**src/design/host_port_pkg.sv**
```systemverilog
// Constants and types shared by the host processor port and its lane helper.
// Assumes a single host bus clock that also times the internal bus side.
package host_port_pkg;

  // Host address field and its decode window
  localparam int ADDR_W = 18;
  localparam logic [17:0] DECODE_MASK_DEF = 18'h3_0000;
  localparam logic [17:0] DECODE_BASE_DEF = 18'h0_0000;

  // Transfer size codes from the host
  localparam logic [1:0] SIZE_WORD = 2'h0;
  localparam logic [1:0] SIZE_BYTE = 2'h1;
  localparam logic [1:0] SIZE_HALF = 2'h2;

  // Burst shape and lane layout
  localparam int BURST_BEATS_DEF = 4;
  localparam int LANE_BITS = 8;
  localparam int DATA_W_DEF = 32;

  // Parity sense: 1 gives odd parity per lane
  localparam logic ODD_PARITY_DEF = 1'b1;

  // Idle level of the active-low answer strobes
  localparam logic STROBE_IDLE = 1'b1;

  // Transaction states, Gray ordered along the usual path
  typedef enum logic [1:0] {
    ST_IDLE = 2'h0,
    ST_REQ = 2'h1,
    ST_RESP = 2'h3
  } port_state_t;

  // Kind of answer given to the host
  typedef enum logic [1:0] {
    ANS_ACK = 2'h0,
    ANS_ERR = 2'h1,
    ANS_RETRY = 2'h2
  } answer_t;

endpackage : host_port_pkg

```
**src/design/byte_lane_unit.sv**
```systemverilog
// Per-lane parity generation and byte enables for the host port.
// Assumes data lanes are DATA_W/8 bytes, lane k holding bits 8k+7:8k.
`timescale 1ns/1ps
`default_nettype none
module byte_lane_unit #(
  parameter int DATA_W = host_port_pkg::DATA_W_DEF,
  parameter logic ODD_PARITY = host_port_pkg::ODD_PARITY_DEF
) (
  // Data and transfer shape
  input wire logic [DATA_W-1:0] i_data,
  input wire logic [1:0] i_size,
  input wire logic [1:0] i_offset,
  // Lane results
  output logic [DATA_W/8-1:0] o_parity,
  output logic [DATA_W/8-1:0] o_be
);
  import host_port_pkg::*;

  localparam int NL = DATA_W / LANE_BITS;
  localparam logic [1:0] LMASK = 2'(NL - 1);

  // One parity bit and one enable per lane
  genvar k;
  generate
    for (k = 0; k < NL; k++)
    begin : g_lane
      localparam logic [1:0] LK = 2'(k);
      assign o_parity[k] = (^i_data[k*LANE_BITS +: LANE_BITS]) ^ ODD_PARITY;
      always_comb
      begin
        case (i_size)
          SIZE_BYTE: o_be[k] = (LK & LMASK) == (i_offset & LMASK);
          SIZE_HALF: o_be[k] = (LK & LMASK & 2'h2) == (i_offset & LMASK & 2'h2);
          default: o_be[k] = 1'b1;
        endcase
      end
    end
  endgenerate

endmodule : byte_lane_unit
`default_nettype wire

```
**src/design/host_processor_port.sv**
```systemverilog
// Host processor bus port: slave of an external bus master, master of the
// internal system bus. Assumes host signals are synchronous to i_clk.
//
// Behaviour
// - Decode transfers from the 18 address bits
// - Dropped continuation ends burst, no more beats
// - Size code 01 byte, 10 half, 00 word
// - Acknowledge low on write taken or read data
// - Error acknowledge low on internal bus error
// - Retry asks host to release and reissue
// - All host signals timed on rising clock
// - Host clock selectable as internal bus clock
// - Data width configurable as 8, 16, 32
// - Port drives data only on reads
// - One parity bit per byte lane
`timescale 1ns/1ps
`default_nettype none
module host_processor_port #(
  parameter int DATA_W = host_port_pkg::DATA_W_DEF,
  parameter int BURST_BEATS = host_port_pkg::BURST_BEATS_DEF,
  parameter logic [17:0] DECODE_MASK = host_port_pkg::DECODE_MASK_DEF,
  parameter logic [17:0] DECODE_BASE = host_port_pkg::DECODE_BASE_DEF,
  parameter logic ODD_PARITY = host_port_pkg::ODD_PARITY_DEF
) (
  // Clock and reset
  input wire logic i_clk,
  input wire logic i_rst,
  // Host request
  input wire logic i_transfer_start_n,
  input wire logic i_read_not_write,
  input wire logic [host_port_pkg::ADDR_W-1:0] i_host_address_in,
  input wire logic i_burst_indicator_n,
  input wire logic i_burst_continue_request,
  input wire logic [1:0] i_transfer_size_code,
  // Host data and parity pins
  input wire logic [DATA_W-1:0] i_data,
  output logic [DATA_W-1:0] o_data,
  output logic o_data_oe_n,
  input wire logic [DATA_W/8-1:0] i_byte_lane_parity,
  output logic [DATA_W/8-1:0] o_byte_lane_parity,
  output logic o_parity_oe_n,
  // Host answers
  output logic o_transfer_acknowledge_n,
  output logic o_transfer_error_ack_n,
  output logic o_bus_retry_request_n,
  // Internal bus clock source
  input wire logic i_sys_clk_sel_host,
  output logic o_sys_clk_sel_host,
  // Internal system bus
  output logic o_sys_req,
  output logic o_sys_write,
  output logic [host_port_pkg::ADDR_W-1:0] o_sys_addr,
  output logic [DATA_W-1:0] o_sys_wdata,
  output logic [DATA_W/8-1:0] o_sys_be,
  input wire logic i_sys_ready,
  input wire logic i_sys_error,
  input wire logic i_sys_retry,
  input wire logic [DATA_W-1:0] i_sys_rdata
);
  import host_port_pkg::*;

  localparam int NL = DATA_W / LANE_BITS;
  localparam logic [ADDR_W-1:0] BEAT_STEP = ADDR_W'(NL);
  localparam logic [7:0] LAST_BEAT = 8'(BURST_BEATS - 1);

  port_state_t state_r;
  answer_t answer_r;
  logic rd_r;
  logic burst_r;
  logic [1:0] size_r;
  logic [7:0] beat_r;
  logic [ADDR_W-1:0] addr_r;
  logic hit;
  logic start;
  logic sys_done;
  logic more_beats;
  logic par_bad;
  logic [NL-1:0] in_par;
  logic [NL-1:0] in_be;
  logic [NL-1:0] rd_par;

  // Lane helpers for incoming host data and outgoing read data
  byte_lane_unit #(.DATA_W(DATA_W), .ODD_PARITY(ODD_PARITY)) u_in_lanes (
    .i_data(i_data),
    .i_size(i_transfer_size_code),
    .i_offset(i_host_address_in[1:0]),
    .o_parity(in_par),
    .o_be(in_be)
  );
  byte_lane_unit #(.DATA_W(DATA_W), .ODD_PARITY(ODD_PARITY)) u_rd_lanes (
    .i_data(i_sys_rdata),
    .i_size(size_r),
    .i_offset(addr_r[1:0]),
    .o_parity(rd_par),
    .o_be()
  );

  // Request decode and write parity check
  assign hit = (i_host_address_in & DECODE_MASK) == DECODE_BASE;
  assign start = !i_transfer_start_n && hit;
  assign par_bad = !i_read_not_write && (((i_byte_lane_parity ^ in_par) & in_be) != '0);
  assign sys_done = i_sys_ready || i_sys_error || i_sys_retry;
  assign more_beats = burst_r && (beat_r != LAST_BEAT) && (answer_r == ANS_ACK);

  // Transaction sequencing
  always_ff @(posedge i_clk)
  begin
    if (i_rst)
      state_r <= ST_IDLE;
    else
    begin
      case (state_r)
        ST_IDLE:
          if (start)
            state_r <= par_bad ? ST_RESP : ST_REQ;
        ST_REQ:
          if (sys_done)
            state_r <= ST_RESP;
        ST_RESP:
          if (more_beats && i_burst_continue_request)
            state_r <= ST_REQ;
          else
            state_r <= ST_IDLE;
        default:
          state_r <= ST_IDLE;
      endcase
    end
  end

  // Transfer attributes, beat count and address
  always_ff @(posedge i_clk)
  begin
    if (i_rst)
    begin
      rd_r <= 1'b0;
      burst_r <= 1'b0;
      size_r <= SIZE_WORD;
      beat_r <= '0;
      addr_r <= '0;
    end
    else if (state_r == ST_IDLE && start)
    begin
      rd_r <= i_read_not_write;
      burst_r <= !i_burst_indicator_n;
      size_r <= i_burst_indicator_n ? i_transfer_size_code : SIZE_WORD;
      beat_r <= '0;
      addr_r <= i_host_address_in;
    end
    else if (state_r == ST_RESP && more_beats && i_burst_continue_request)
    begin
      beat_r <= beat_r + 8'h01;
      addr_r <= addr_r + BEAT_STEP;
    end
  end

  // Internal bus request, held until the internal bus answers
  always_ff @(posedge i_clk)
  begin
    if (i_rst)
    begin
      o_sys_req <= 1'b0;
      o_sys_write <= 1'b0;
      o_sys_addr <= '0;
      o_sys_wdata <= '0;
      o_sys_be <= '0;
    end
    else if (state_r == ST_IDLE && start && !par_bad)
    begin
      o_sys_req <= 1'b1;
      o_sys_write <= !i_read_not_write;
      o_sys_addr <= i_host_address_in;
      o_sys_wdata <= i_data;
      o_sys_be <= i_burst_indicator_n ? in_be : '1;
    end
    else if (state_r == ST_RESP && more_beats && i_burst_continue_request)
    begin
      o_sys_req <= 1'b1;
      o_sys_addr <= addr_r + BEAT_STEP;
      o_sys_wdata <= i_data;
      o_sys_be <= '1;
    end
    else if (state_r == ST_REQ && sys_done)
      o_sys_req <= 1'b0;
  end

  // Answer selection: error beats retry beats acknowledge
  always_ff @(posedge i_clk)
  begin
    if (i_rst)
      answer_r <= ANS_ACK;
    else if (state_r == ST_IDLE && start)
      answer_r <= par_bad ? ANS_ERR : ANS_ACK;
    else if (state_r == ST_REQ && sys_done)
    begin
      if (i_sys_error)
        answer_r <= ANS_ERR;
      else if (i_sys_retry)
        answer_r <= ANS_RETRY;
      else
        answer_r <= ANS_ACK;
    end
  end

  // Answer strobes, low for exactly one clock per beat
  always_ff @(posedge i_clk)
  begin
    if (i_rst)
    begin
      o_transfer_acknowledge_n <= STROBE_IDLE;
      o_transfer_error_ack_n <= STROBE_IDLE;
      o_bus_retry_request_n <= STROBE_IDLE;
    end
    else
    begin
      o_transfer_acknowledge_n <= !(state_r == ST_REQ && i_sys_ready && !i_sys_error && !i_sys_retry);
      o_transfer_error_ack_n <= !((state_r == ST_REQ && i_sys_error)
                                 || (state_r == ST_IDLE && start && par_bad));
      o_bus_retry_request_n <= !(state_r == ST_REQ && i_sys_retry && !i_sys_error);
    end
  end

  // Read data and parity, driven only in the acknowledge cycle of a read
  always_ff @(posedge i_clk)
  begin
    if (i_rst)
    begin
      o_data <= '0;
      o_byte_lane_parity <= '0;
      o_data_oe_n <= 1'b1;
      o_parity_oe_n <= 1'b1;
    end
    else
    begin
      if (state_r == ST_REQ && i_sys_ready && rd_r)
      begin
        o_data <= i_sys_rdata;
        o_byte_lane_parity <= rd_par;
      end
      o_data_oe_n <= !(state_r == ST_REQ && rd_r && i_sys_ready && !i_sys_error && !i_sys_retry);
      o_parity_oe_n <= !(state_r == ST_REQ && rd_r && i_sys_ready && !i_sys_error && !i_sys_retry);
    end
  end

  // Internal bus clock source select, passed on as a registered level
  always_ff @(posedge i_clk)
  begin
    if (i_rst)
      o_sys_clk_sel_host <= 1'b0;
    else
      o_sys_clk_sel_host <= i_sys_clk_sel_host;
  end
endmodule : host_processor_port
`default_nettype wire

```
**config.mk**
```make
export PLATFORM = sky130hd
export DESIGN_NAME = host_processor_port
export DESIGN_NICKNAME = d
export VERILOG_FILES = /design/src/design/host_port_pkg.sv /design/src/design/byte_lane_unit.sv /design/src/design/host_processor_port.sv
export SDC_FILE = /design/constraint.sdc
export NUM_CORES = 1
export LEC_CHECK = 0
export ABC_CLOCK_PERIOD_IN_PS = 2300
export BUFFER_PORTS_ARGS = -buffer_cell sky130_fd_sc_hd__buf_2
export CORE_MARGIN = 10
export CORE_UTILIZATION = 30
export CTS_BUF_LIST = sky130_fd_sc_hd__clkbuf_8
export DETAILED_ROUTE_END_ITERATION = 7
export GPL_TIMING_DRIVEN = 1
export MAX_ROUTING_LAYER = met4
export PLACE_DENSITY = 0.56
export SYNTH_ARGS = -nofsm -noshare
export SYNTH_HDL_FRONTEND = slang
export SYNTH_SLANG_ARGS = --single-unit
```
**constraint.sdc**
```tcl
create_clock -name i_clk -period 2.3 [get_ports i_clk]
set_input_delay 0.46 -clock i_clk [delete_from_list [all_inputs] [get_ports i_clk]]
set_output_delay 0.46 -clock i_clk [all_outputs]
set_load 0.05 [all_outputs]
```
==> metrics.cfg <==
[setup_path]
reg2reg_slack_ns = 0.28
crit_start = i_data[19]
rr_endpoint = o_sys_wdata[27]$_SDFFE_PP0P_
startpoint_type = input port
critPathMaxStageDelay_ns = 0.45
crit_buf_inv = 2
cp_cell_sequence = buf_2 -> xor2_1 -> xnor3_1 -> xnor2_1 -> a22oi_1 -> a21o_4 -> a21oi_4 -> buf_12 -> mux2i_1
cpMaxStageDelayCell = xnor3_1
crit_path_end = o_sys_wdata[27]$_SDFFE_PP0P_
endpoint_kind = flip-flop
r2r_cells = 8
critical_path.top_delay_family = XOR/XNOR gates
worstPathArrival_ns = 2.46
path_class = input port to flip-flop
timing.rr.start = beat_r[0]$_SDFFE_PP0P_
required_ns = 2.66
worst-path-stages = 9
crit_fanout = 26

[pwr]
p_leak_nw = 3.54
irDropWorstVdd_mv = 0.319
p_per_area_nw_per_um2 = 676

[sta]
tightest_slew_ns = 0.411
fmax_ghz = 0.478
final-hold-violation-count = 0
setup_viol = 0
post-route-period-util_pct = 90.9
min_period_ns = 2.09
relSlewSlack_pct = 72.6
rsz0062_at_grt = false
tns_ns = 0
slew_viol_final = 0
fin_skew_ns = 0.0126
holdWs_ns = 0.221

[worst_hold_path]
hold_class = input port to flip-flop
hold_path_startpoint = i_burst_indicator_n

[routing]
vias_per_cell = 4.61
drt-initial-drc-count = 248
num_vias = 5542
route.detailed.drc = 0
wirelength_um = 18500
post_drt_wl_per_cell_um = 15.4
first_pass_iters = 4
antenna_left = 0

[clock_tree]
root_buffer = clkbuf_8
cts_setup_buffers = 0
postCtsHoldBufs = 0
clk_pin_slew_worst_paths_ns = 0.09
clk_latency_ns = 0.44
cts_max_level = 4
cts_tree = built
tritoncts.num_buffers = 17
cts.sinks = 129
cts_max_path_buffers = 2

[final_layout]
antenna_cells = 0
layout-area-overhead-vs-synth_pct = 30.5
postLayoutCellArea_sq_um = 8040
post-route-util_pct = 39.7
nNetsFinal = 1022
n_fill_cell = 2092
drive_gt1_share_pct = 28.6
seqCellArea_sq_um = 2580
multi_input_area_sq_um = 3320

[global_route]
busiest_layer = met2
grt_overflow = 0
grt_use_met2_pct = 21.9
grtUsageMet3_pct = 3.67
antenna_found_initial = 0
grtUsageMet1_pct = 17.2
grt_pass1_vias = 5484
grt_usage_pct = 13.9
grt_pass1_wl_um = 29300
grt_max_degree = 55

[run]
cap_violations = 0

[synth]
synth-edff-count = 0
synthCells = 716
synth_ff_type = dfxtp_1
ys_seq_elements = 129
async_flop_share_pct = 0
synth_area_sq_um = 6160
seq_area_frac_synth_pct = 41.9
synth.distinct_cells = 46
syn_avg_cell_area_sq_um = 8.61
synth-warning-count = 0
synth_nets = 818

[floorplan]
core_area_sq_um = 20200
die_area_sq_um = 26700
fp.dieH_um = 163
die-width_um = 163
num_io_pins = 196
rows = 52
start_util_pct = 30.5

[status]
outcome = finished, final reports clean

[place]
gp_congestion = 0.796
dpl-instance-area_sq_um = 7600
dp_hpwl_um = 13900
numPortBuffers = 195

worst reg2reg max path: stages, from the launching register on:
cell	delay, ns
dfxtp_1	0.36
ha_1	0.22
nor4b_1	0.24
nand2_1	0.10
and2_1	0.26
buf_12	0.18
a21oi_4	0.14
buf_12	0.23
mux2i_1	0.22
how the worst min path moves through the flow:
stage	slack, ns	cells past startpoint	end
6_report	0.22	2	burst_r$_SDFFE_PP0P_
5_1_grt	0.21	2	o_transfer_acknowledge_n$_SDFF_PP1_
4_1_cts	0.19	2	o_sys_clk_sel_host$_SDFF_PP0_
3_5_place_dp	0.44	2	o_byte_lane_parity[2]$_SDFFE_PP0P_
3_3_place_gp	0.44	2	o_byte_lane_parity[1]$_SDFFE_PP0P_
2_1_floorplan	0.44	2	addr_r[1]$_SDFFE_PP0P_
power by group:
| group | switching [mW] | internal, mW |
|---|---|---|
| registers | 0.0375 | 2.29 |
| clock network | 1.00 | 1.19 |
| logic | 0.527 | 0.388 |
| total | 1.57 | 3.87 |
layout make-up:
type                            count  share of cell area [%]
Clock buffer                       17                    2.91
Clock inverter                     15                    2.58
Inverter                           11                   0.513
Multi-Input combinational cell    531                    41.3
Sequential cell                   129                    32.1
Tap cell                          270                    4.20
Timing Repair Buffer              230                    16.4
layout by cell type, fill, tap and decap left out, types with 7 or more instances in the layout:
cell      instances
a211oi_1          8
a21oi_1          58
a221oi_1          8
a22oi_1           8
and3_1            9
buf_2           194
buf_4            30
clkbuf_8         17
dfxtp_1         129
inv_1            11
mux2i_1          32
nand2_1         119
nand2b_1         76
nand3_1           8
nor2_1           43
nor3_1            7
o21ai_0          26
xnor2_1          56
xor2_1           15
cells by family after synthesis:
kind of cell	Yosys count	share of synthesized area (%)
AO/OA/AOI/OAI	134	13.7
adder cells (fa/ha/maj)	4	0.812
buffers and inverters	56	4.43
XOR/XNOR	75	11.6
flip-flops	129	41.9
multiplexers	32	5.20
AND/OR/NAND/NOR	286	22.4
cells in the mapped netlist (all sizes together) (9+ instances only):
master | n | area share (%)
dfxtp | 129 | 42
nand2 | 119 | 7.2
nand2b | 76 | 7.7
a21oi | 59 | 4.9
xnor2 | 56 | 8.0
nor2 | 44 | 2.7
clkbuf | 36 | 2.2
mux2i | 32 | 5.2
o21ai | 26 | 2.1
xor2 | 15 | 2.1
inv | 11 | 0.67
and3 | 9 | 0.91
buf | 9 | 1.6
registers in the layout, indices dropped and copies added, names as in the netlist:
signal,flops
addr_r,18
answer_r,2
beat_r,8
burst_r,1
o_bus_retry_request_n,1
o_byte_lane_parity,4
o_data,32
o_parity_oe_n,1
o_sys_addr,18
o_sys_be,4
o_sys_clk_sel_host,1
o_sys_req,1
o_sys_wdata,32
o_sys_write,1
o_transfer_acknowledge_n,1
o_transfer_error_ack_n,1
rd_r,1
state_r,2
metrics by stage:
stage / worst slack, ns / cells / total power, mW
after floorplan: 0.0238 / 716 / 2.98
after global placement: -0.224 / 1171 / 3.30
after detailed placement: -0.231 / 1171 / 3.31
after CTS: 0.136 / 1203 / 5.52
after global routing: 0.0379 / 1203 / 5.68
final: 0.209 / 1203 / 5.44
routing by layer:
layer / share of wire [%] / vias to the layer above
met2: 47 / 132
li1: - / 2821
met4: 1.0 / 0
met5: 0 / -
met1: 47 / 2576
met3: 5.6 / 13
what timing repair did:
action | 4_1_cts | 5_1_grt
resized for setup | 0 | 1
hold endpoints to repair | 0 | 0
setup endpoints to repair | 0 | 8
Note: power is estimated with default switching activity, not from simulation.
